$ cat src/hdl/dsc_pkg.sv
// Constants and types shared by the dual converter control block
package dsc_pkg;
  // ==========================================================
  // Widths and codes
  localparam int RESULT_W = 16;
  localparam int BIT_IDX_W = 4;
  localparam logic [3:0] MSB_IDX = 4'hf;
  localparam logic [3:0] LSB_IDX = 4'h0;
  localparam logic [15:0] CODE_POS_SAT = 16'h7fff;
  localparam logic [15:0] CODE_NEG_SAT = 16'h8000;
  localparam logic [15:0] CODE_RESET = 16'h0000;
  localparam logic [15:0] SIGN_FLIP = 16'h8000;
  // ==========================================================
  // Timing: acquisition time before a new start is honoured
  localparam int CLK_PERIOD_NS = 10;
  localparam int ACQ_TIME_NS = 290;
  localparam int ACQ_CYCLES = (ACQ_TIME_NS + CLK_PERIOD_NS - 1) / CLK_PERIOD_NS;
  localparam int ACQ_CNT_W = 6;
  localparam logic [5:0] ACQ_LAST = ACQ_CNT_W'(ACQ_CYCLES - 1);
  localparam logic [5:0] ACQ_ZERO = 6'h00;
  // ==========================================================
  // Channel sequencer states, Gray in declaration order
  typedef enum logic [2:0] {
    ST_POWER_DOWN = 3'b000,
    ST_ACQUIRE = 3'b001,
    ST_OPEN_GND = 3'b011,
    ST_HOLD = 3'b010,
    ST_SEARCH = 3'b110,
    ST_FINISH = 3'b111
  } dsc_state_t;
endpackage : dsc_pkg

$ cat src/hdl/dsc_chan_if.sv
// Interface carrying one channel's control and result signals
`timescale 1ns/10ps
interface dsc_chan_if;
  import dsc_pkg::*;
  logic start;
  logic comp_high;
  logic over_range;
  logic under_range;
  logic pos_gnd_sw;
  logic neg_gnd_sw;
  logic input_conn;
  logic [RESULT_W-1:0] dac_bits;
  logic busy;
  logic powered;
  logic done;
  logic [RESULT_W-1:0] code;
  modport ctrl (input start, comp_high, over_range, under_range,
                output pos_gnd_sw, neg_gnd_sw, input_conn, dac_bits, busy, powered, done, code);
  modport top (output start, comp_high, over_range, under_range,
               input pos_gnd_sw, neg_gnd_sw, input_conn, dac_bits, busy, powered, done, code);
endinterface : dsc_chan_if

$ cat src/hdl/dsc_chan.sv
// One converter channel: acquisition, hold, binary search and output coding
`timescale 1ns/10ps
module dsc_chan (
  input wire logic clk,
  input wire logic reset_n,
  dsc_chan_if.ctrl ch
);
  import dsc_pkg::*;
  dsc_state_t state;
  logic start_d;
  logic [ACQ_CNT_W-1:0] acq_cnt;
  logic [BIT_IDX_W-1:0] bit_idx;
  logic [RESULT_W-1:0] trial;
  logic over_seen;
  logic under_seen;
  logic start_rise;
  assign start_rise = ch.start & ~start_d;

  // ==========================================================
  // Sequencer
  // Start edge history for edge detection
  always_ff @(posedge clk or negedge reset_n) begin
    if (!reset_n) start_d <= 1'b0;
    else start_d <= ch.start;
  end

  // State moves; start ignored outside a completed acquisition
  always_ff @(posedge clk or negedge reset_n) begin
    if (!reset_n) begin
      state <= ST_POWER_DOWN;
    end else begin
      case (state)
        ST_POWER_DOWN: begin
          if (start_rise) state <= ST_OPEN_GND;
        end
        ST_ACQUIRE: begin
          if (acq_cnt == ACQ_LAST) state <= ST_POWER_DOWN;
        end
        ST_OPEN_GND: state <= ST_HOLD;
        ST_HOLD: state <= ST_SEARCH;
        ST_SEARCH: begin
          if (bit_idx == LSB_IDX) state <= ST_FINISH;
        end
        ST_FINISH: state <= ST_ACQUIRE;
        default: state <= ST_POWER_DOWN;
      endcase
    end
  end

  // Acquisition settle counter; a start before it ends is not honoured
  always_ff @(posedge clk or negedge reset_n) begin
    if (!reset_n) acq_cnt <= ACQ_ZERO;
    else if (state == ST_ACQUIRE) acq_cnt <= acq_cnt + 1'b1;
    else acq_cnt <= ACQ_ZERO;
  end

  // ==========================================================
  // Binary search, MSB first, one step per internal clock
  always_ff @(posedge clk or negedge reset_n) begin
    if (!reset_n) begin
      bit_idx <= MSB_IDX;
      trial <= CODE_RESET;
    end else if (state == ST_HOLD) begin
      bit_idx <= MSB_IDX;
      trial <= SIGN_FLIP; // Largest element switched to reference first
    end else if (state == ST_SEARCH) begin
      // Comparator high keeps the trial bit; then try the next lower
      if (!ch.comp_high) trial[bit_idx] <= 1'b0;
      if (bit_idx != LSB_IDX) begin
        trial[bit_idx - 1'b1] <= 1'b1;
        bit_idx <= bit_idx - 1'b1;
      end
    end else begin
      trial <= CODE_RESET; // Array idle outside a search
    end
  end

  // Array shows the live trial, so the comparator judges the bit now under
  assign ch.dac_bits = trial;

  // Range flags caught during hold so saturation tracks this sample
  always_ff @(posedge clk or negedge reset_n) begin
    if (!reset_n) begin
      over_seen <= 1'b0;
      under_seen <= 1'b0;
    end else if (state == ST_HOLD) begin
      over_seen <= ch.over_range;
      under_seen <= ch.under_range;
    end
  end

  // ==========================================================
  // Output code: offset binary to two's complement, with saturation
  always_ff @(posedge clk or negedge reset_n) begin
    if (!reset_n) begin
      ch.code <= CODE_RESET;
      ch.done <= 1'b0;
    end else begin
      ch.done <= (state == ST_FINISH);
      if (state == ST_FINISH) begin
        if (over_seen) ch.code <= CODE_POS_SAT;
        else if (under_seen) ch.code <= CODE_NEG_SAT;
        else ch.code <= trial ^ SIGN_FLIP;
      end
    end
  end

  // Switch drive and status from state
  always_ff @(posedge clk or negedge reset_n) begin
    if (!reset_n) begin
      ch.pos_gnd_sw <= 1'b1;
      ch.neg_gnd_sw <= 1'b1;
      ch.input_conn <= 1'b1;
      ch.busy <= 1'b0;
      ch.powered <= 1'b0;
    end else begin
      // Ground switches open first, inputs released one cycle later
      ch.pos_gnd_sw <= (state == ST_POWER_DOWN) || (state == ST_ACQUIRE) ||
                       (state == ST_FINISH);
      ch.neg_gnd_sw <= (state == ST_POWER_DOWN) || (state == ST_ACQUIRE) ||
                       (state == ST_FINISH);
      ch.input_conn <= !((state == ST_HOLD) || (state == ST_SEARCH));
      ch.busy <= (state == ST_OPEN_GND) || (state == ST_HOLD) || (state == ST_SEARCH);
      ch.powered <= (state != ST_POWER_DOWN);
    end
  end
endmodule : dsc_chan

$ cat src/hdl/dsc_top.sv
// Top level: two independent converter channels with synchronised starts
`timescale 1ns/10ps
// Behaviour
// - A rising convert start after acquisition has completed begins a conversion.
// - Conversion first opens the array ground switches, then moves arrays from inputs to ground.
// - A 16-step binary search runs MSB first over binary-weighted elements.
// - After the search the channel returns to acquisition and delivers code and busy status.
// - The internal clock times the steps; the serial shift clock plays no part.
// - Each result belongs to its own sample with no pipeline latency.
// - Both channels convert concurrently, each up to about two million samples per second.
// - Each channel powers down between conversions.
// - The output code is two's complement with midscale at zero.
// - Over-range input saturates at the largest positive code.
// - Under-range input saturates at the most negative code.
// - A started conversion completes whatever the convert start does later.
module dsc_top (
  input wire logic CLK,
  input wire logic RESET_N,
  input wire logic [1:0] CONVERT_START_INPUT,
  input wire logic [1:0] COMP_HIGH,
  input wire logic [1:0] OVER_RANGE,
  input wire logic [1:0] UNDER_RANGE,
  output logic [1:0] POS_ARRAY_GROUND_SWITCH,
  output logic [1:0] NEG_ARRAY_GROUND_SWITCH,
  output logic [1:0] INPUT_CONNECT,
  output logic [1:0] BUSY,
  output logic [1:0] POWERED,
  output logic [1:0] RESULT_VALID,
  output logic [dsc_pkg::RESULT_W-1:0] DAC_BITS [2],
  output logic [dsc_pkg::RESULT_W-1:0] RESULT [2]
);
  import dsc_pkg::*;
  // ==========================================================
  // Start pins come from outside, so two flops before any logic
  logic [1:0] start_s1;
  logic [1:0] start_s2;
  always_ff @(posedge CLK or negedge RESET_N) begin
    if (!RESET_N) begin
      start_s1 <= 2'h0;
      start_s2 <= 2'h0;
    end else begin
      start_s1 <= CONVERT_START_INPUT;
      start_s2 <= start_s1;
    end
  end

  // ==========================================================
  // Two channels, fully independent so both may run at once
  genvar g;
  generate
    for (g = 0; g < 2; g++) begin : gen_chan
      dsc_chan_if chif ();
      assign chif.start = start_s2[g];
      assign chif.comp_high = COMP_HIGH[g]; // Same-clock analog model, no sync
      assign chif.over_range = OVER_RANGE[g];
      assign chif.under_range = UNDER_RANGE[g];
      dsc_chan u_chan (.clk(CLK), .reset_n(RESET_N), .ch(chif));
      assign POS_ARRAY_GROUND_SWITCH[g] = chif.pos_gnd_sw;
      assign NEG_ARRAY_GROUND_SWITCH[g] = chif.neg_gnd_sw;
      assign INPUT_CONNECT[g] = chif.input_conn;
      assign BUSY[g] = chif.busy;
      assign POWERED[g] = chif.powered;
      assign RESULT_VALID[g] = chif.done;
      assign DAC_BITS[g] = chif.dac_bits;
      assign RESULT[g] = chif.code;
    end
  endgenerate
endmodule : dsc_top

$ cat config.mk
export PLATFORM = sky130hd
export DESIGN_NAME = dsc_top
export DESIGN_NICKNAME = d
export VERILOG_FILES = /design/src/hdl/dsc_pkg.sv /design/src/hdl/dsc_chan_if.sv /design/src/hdl/dsc_chan.sv /design/src/hdl/dsc_top.sv
export SDC_FILE = /design/constraint.sdc
export NUM_CORES = 1
export LEC_CHECK = 0
export BUFFER_PORTS_ARGS = -buffer_cell sky130_fd_sc_hd__buf_2
export CAP_MARGIN = 20
export CORE_MARGIN = 3
export CORE_UTILIZATION = 40
export CTS_BUF_LIST = sky130_fd_sc_hd__clkbuf_2
export DETAILED_ROUTE_END_ITERATION = 8
export PLACE_DENSITY = 0.58
export SYNTH_ARGS = -nofsm -noshare
export SYNTH_HDL_FRONTEND = slang
export SYNTH_SLANG_ARGS = --single-unit
$ cat constraint.sdc
create_clock -name CLK -period 2.25 [get_ports CLK]
set_input_delay 0 -clock CLK [delete_from_list [all_inputs] [get_ports CLK]]
set_output_delay 0 -clock CLK [all_outputs]
set_load 0.01 [all_outputs]
* Yosys cells after proc, flatten, opt, wreduce, memory -nomap -nowiden *
Index checks and enable logic that the tools add are counted.

storage, ports and cells
  register bits = 110
  input bits = 10
  output and inout port bits = 76
  word-level logic and storage cells = 142

operators by class
  $add $sub $neg = 4
  $lt $le $gt $ge = 8
  equal/unequal tests = 18
  multiplexer cells = 40
  bitwise operators = 12
  reductions and logical operators = 32

operator list
  operator             count
  $mux 16              16
  $pmux 3 s6           2
  $and 16x16->16       2
  $not 16->16          2
  $or 16x16->16        2
  $mux 4               6
  $lt 4x5->1 const B   4
  $mux 3               6
  $demux 1 s4          4
  $ge 4x1->1 const B   4
  $add 6x1->6 const B  2
  $eq 3x2->1 const B   4
  $eq 3x3->1 const B   4
  $eq 6x5->1 const B   2
  $mux 6               2
  $ne 2x1->1 const B   6
  $logic_or 1x1->1     10
  $logic_not 4->1      2
  $reduce_bool 2->1    4
  $reduce_bool 4->1    2
  $sub 4x1->4 const B  2
  $eq 3x1->1 const B   2
  $logic_not 3->1      2
  $reduce_and 3->1     2
  other kinds (7)      20

* Longest topological paths before layout *
  word-level depth = 13
  mapped depth = 7
  depth with buffers taken out = 6

* By module *
A second synthesis with hierarchy kept.

unflattened totals
  cells, all modules = 538
  area, all modules = 5181.2 um^2

modules (own cells, without submodules)
  module                         instances  cells each  area each (um^2)  seq. area each (um^2)
  dsc_chan (gen_chan[1].u_chan)  1          264         2538.7            1333.8
  dsc_chan (gen_chan[0].u_chan)  1          258         2452.4            1333.8
  dsc_top                        1          16          190.2             100.1

* Worst setup path before layout *
No wires, ideal clock.

  path type = register -> register
  start point = register gen_chan[1].u_chan.bit_idx[0]
  end point = register gen_chan[1].u_chan.trial[2]
  setup time = 0.077 ns
  data arrival time = 1.523 ns
  required time = 2.173 ns
  setup slack = 0.649 ns
  cell stages (with the launch flop) = 7
  path buffers = 0
  clock period less this slack = 1.601 ns
  path through = dfstp_2 -> inv_1 -> ha_1 -> nor2_1 -> a32o_1 -> nand2_1 -> a21oi_1

on the way
  word-level cells in the longest chain between the ends = 13
  elaborated cells on any way between the ends = 21
  classes of those cells = 1 x add/sub; 4 x order compare; 10 x mux; 3 x bitwise; 3 x reduce/logical

RTL lines
  what                                                                   RTL line        source
  start, declared                                                        dsc_chan.sv:12  logic [BIT_IDX_W-1:0] bit_idx;
  start signal, assigned                                                 dsc_chan.sv:71  bit_idx <= bit_idx - 1'b1;
  $lt 4x5->1 (not written as such) / $ge 4x1->1 (equally long branches)  dsc_chan.sv:68  if (!ch.comp_high) trial[bit_idx] <= 1'b0;
  $logic_and 1x1->1 (not written as such)                                dsc_chan.sv:68
  $mux 1 (not written as such)                                           dsc_chan.sv:68
  $demux 1 s4                                                            n/a
  $not 16->16 (no line)                                                  n/a
  $and 16x16->16 (no line)                                               n/a
  $mux 16                                                                dsc_chan.sv:68
  $mux 16                                                                dsc_chan.sv:66  end else if (state == ST_SEARCH) begin
  $mux 16                                                                dsc_chan.sv:63  end else if (state == ST_HOLD) begin
  $or 16x16->16 (no line)                                                n/a
  $mux 16 *                                                              dsc_chan.sv:69  if (bit_idx != LSB_IDX) begin
  $mux 16 *                                                              dsc_chan.sv:66
  $mux 16 *                                                              dsc_chan.sv:63
  end signal, assigned                                                   dsc_chan.sv:65  trial <= SIGN_FLIP;
  end signal, assigned by index                                          dsc_chan.sv:68
  end signal, assigned by index                                          dsc_chan.sv:70  trial[bit_idx - 1'b1] <= 1'b1;
  end, declared                                                          dsc_chan.sv:13  logic [RESULT_W-1:0] trial;

Every way passes the cells marked *; elsewhere a longest branch is shown, timed or not. The select of a mux whose other input is x is not followed.
A chain may end at the register's enable or synchronous reset.

* Worst setup path after layout *
  start point = register gen_chan[1].u_chan.bit_idx[0]
  end point = register gen_chan[1].u_chan.trial[6]

Same word-level chain as after synthesis.

==> results.txt <==
vias per cell -> 5.21
worst setup margin -> 0.204 ns
setup_tns -> 0 ns
post-synth cell types -> 57
crit share post-route -> 90.9%
Sequential cell area -> 0.00277 mm^2
Ys Warns -> 0
vias in the first global route -> 3909
diode count -> 0
antenna viol nets, final -> 0
CTS tree -> done
Area growth, synth to finish -> 13.2%
final RePlAce weighted congestion -> 0.827
CP max FO -> 16
first-pass detailed-route iteration total -> 4
arrival time worst endpoint -> 2.60 ns
Comb pwr share -> 42.3%
Iter 0 DRT Violations -> 216
DP Wirelength -> 8.56 mm
ys async rst share -> 100%
min-delay src -> UNDER_RANGE[1]
Port Buffer Count -> 85
post-synthesis cell area -> 0.00526 mm^2
hold path depth -> 4
Hold Path Class -> in -> reg
P_sw -> 3.48 mW
Final Critical Period -> 2.05 ns
FF-to-FF setup slack -> 0.20 ns
Slew Viols, Final -> 0
row count -> 41
proportion of layout cells with a drive suffix above 1 -> 23.0%
Synth Register Bits -> 110
Max VDD drop -> 593 uV
Reg power frac -> 44.5%
Hold Vio Cnt, Final -> 0
Max Cap Violations -> 0
Starting Density -> 41.4%
Crit Path Category -> reg -> reg
die area -> 0.0146 mm^2
CTS max path bufs -> 2
Post-Place Worst Slack -> 0.248 ns
Clock Power Share -> 13.2%
total power divided by cell area -> 1320 mW/mm^2
r2r endpoint -> gen_chan[1].u_chan.ch.dac_bits[6]
fillcell total -> 1265
reg2reg start -> gen_chan[1].u_chan.bit_idx[0]
Worst-Skew Late Latency -> 0.62 ns
Least-Margin Pin Slew -> 0.817 ns
P_leak -> 2.75 nW
TritonCTS Buffers -> 9
core area -> 0.0127 mm^2
WL final -> 12.2 mm
GR Overflow Total -> 0
Crit path required time -> 2.80 ns
net count reported at finish -> 627
CTS clk-pin slew, worst paths -> 0.30 ns
Net Count, Synth -> 556
vias -> 4073
Syn Area/Cell -> 9.85 um^2
FF-to-FF path depth -> 6
Syn Inst Count -> 534
Clock Skews -> 0.0536 ns
Sink Count -> 110
first-pass GRT wire length -> 20.2 mm
largest net degree at the start of global routing -> 60
Top FF cell, synth -> dfrtp_1
Peak Freq -> 0.489 GHz
sequential share of the synthesized area -> 52.6%
Root Buffer -> clkbuf_2
Final Util -> 46.8%
end of the worst hold path -> gen_chan[1].u_chan.under_seen
num ports -> 86
Vert. Die Dim -> 121 um
status -> finished, final reports clean
RSZ-0062 raised after global routing -> no
EDFF count, synth -> 0
relative slew slack -> 45.5%
drt wl/cell -> 15.6 um
multi-input logic area -> 0.00214 mm^2
die width -> 121 um
Tot GR Track Use -> 17.3%
H-tree Lvls -> 3
number of remaining DRC errors -> 0
Int Pwr -> 4.40 mW
Critical Path Sink Type -> flop
kind of start point of the critical path -> flop
final number of setup-violating endpoints -> 0
initial antenna violation count -> 0
switching share of power -> 44.2%
[placed cells by master, fill, tap and decap left out, types with 3 or more instances in the layout]
master / synthesis / routed
dfstp_2: 12 / 12
a21oi_1: 65 / 65
nand2b_1: 16 / 16
nand4_1: 5 / 5
a41oi_1: 4 / 4
dfrtp_1: 98 / 98
nor2_1: 29 / 28
nor2b_1: 5 / 5
clkbuf_2: 1 / 10
ha_1: 12 / 12
a21boi_0: 3 / 3
a31oi_1: 10 / 10
o31ai_1: 6 / 6
o21ai_1: 13 / 13
buf_2: 13 / 84
nand2_1: 62 / 62
or3_1: 3 / 3
xor2_1: 4 / 4
nand3_1: 24 / 24
dlygate4sd3_1: 0 / 12
buf_4: 16 / 5
a21o_1: 3 / 3
o21ai_0: 58 / 58
inv_1: 15 / 15
xnor2_1: 4 / 4
[cell type report]
cell class	count	share of cell area [%]
well taps	172	3.61
clock buffers	10	0.840
repair buffers	103	10.4
clock inverters	6	1.58
multi-input cells	362	35.9
inverters	19	1.28
flip-flops and latches	110	46.5
[Yosys cell counts (all sizes together), types with 7 or more instances]
master | n | area, um^2
dfrtp | 98 | 2450
o21ai | 71 | 355
a21oi | 65 | 325
nand2 | 64 | 255
buf | 32 | 211
nor2 | 31 | 131
nand3 | 24 | 120
inv | 17 | 68.8
nand2b | 17 | 114
a31oi | 12 | 96.3
dfstp | 12 | 315
ha | 12 | 150
clkbuf | 11 | 72.6
nor2b | 7 | 58.8
[worst max-delay path, cell delays in order, from the launching register on]
cell	delay (ns)
dfstp_2	0.48
inv_1	0.10
ha_1	0.56
nand2_1	0.29
o32ai_4	0.30
nand2_1	0.10
a21oi_1	0.15
[worst max-delay path by stage]
stage,cells after the start,end,slack (ns),from
2_1_floorplan,6,gen_chan[1].u_chan.ch.dac_bits[2],0.65,gen_chan[1].u_chan.bit_idx[0]
4_1_cts,6,gen_chan[1].u_chan.ch.dac_bits[1],0.16,gen_chan[1].u_chan.bit_idx[0]
3_3_place_gp,6,gen_chan[1].u_chan.ch.dac_bits[2],0.35,gen_chan[1].u_chan.bit_idx[0]
6_report,6,gen_chan[1].u_chan.ch.dac_bits[6],0.20,gen_chan[1].u_chan.bit_idx[0]
5_1_grt,6,gen_chan[1].u_chan.ch.dac_bits[1],0.06,gen_chan[1].u_chan.bit_idx[0]
3_5_place_dp,6,gen_chan[1].u_chan.ch.dac_bits[2],0.25,gen_chan[1].u_chan.bit_idx[0]
[per-layer routing]
| metal | up-vias | track usage, % | wire length [um] |
|---|---|---|---|
| met1 | 1976 | 25.3 | 5980 |
| met2 | 95 | 26.1 | 5570 |
| li1 | 1989 | - | - |
| met4 | 0 | 5.95 | 159 |
| met3 | 13 | 3.18 | 529 |
| met5 | - | 0 | 0 |
[sequential cells by signal, indices dropped and copies added, names as in the netlist]
name,flops
gen_chan.u_chan.bit_idx,8
start_s1,2
start_s2,2
gen_chan.u_chan.over_seen,2
gen_chan.u_chan.ch.input_conn,2
gen_chan.u_chan.ch.powered,2
gen_chan.u_chan.acq_cnt,12
gen_chan.u_chan.start_d,2
gen_chan.u_chan.ch.busy,2
gen_chan.u_chan.ch.pos_gnd_sw,2
gen_chan.u_chan.ch.done,2
gen_chan.u_chan.ch.dac_bits,32
gen_chan.u_chan.under_seen,2
gen_chan.u_chan.ch.code,32
gen_chan.u_chan.state,6
[kinds of logic after synthesis]
family,after synthesis,share of synthesized area [%]
adders and majority gates,12,2.85
xor gates and xnor gates,9,1.85
AOI/OAI and AO/OA,175,19.4
DFF,110,52.6
and+or+nand+nor,162,15.6
buffers and inverters,62,6.85
muxes,4,0.856
[timing repair]
item                                   in CTS  in global routing
endpoints found under the hold margin     148                  0
buffers inserted                            0                  0
setup endpoints to repair                   0                  2
hold buffers                               13                  0
gates resized for setup                     0                  1
[power groups by stage]
stage | Combinational [mW] | Clock [mW] | Sequential [mW]
after floorplan | 2.51 | 0 | 3.33
after global placement | 3.29 | 0 | 3.51
after detailed placement | 3.33 | 0 | 3.54
after CTS | 3.36 | 1.09 | 3.50
after global routing | 3.72 | 1.18 | 3.63
final | 3.33 | 1.04 | 3.50
[stage by stage]
| step | total power, mW | instances | hold WS (ns) | cell area, um^2 |
|---|---|---|---|---|
| after CTS | 7.95 | 782 | 0.0613 | 5950 |
| final | 7.88 | 782 | 0.115 | 5960 |
| after global routing | 8.52 | 782 | 0.0702 | 5960 |
| after detailed placement | 6.87 | 753 | -0.0328 | 5670 |
| after global placement | 6.80 | 753 | -0.0402 | 5670 |
| after floorplan | 5.84 | 534 | -0.296 | 5260 |
(Power assumes the default switching activity.)
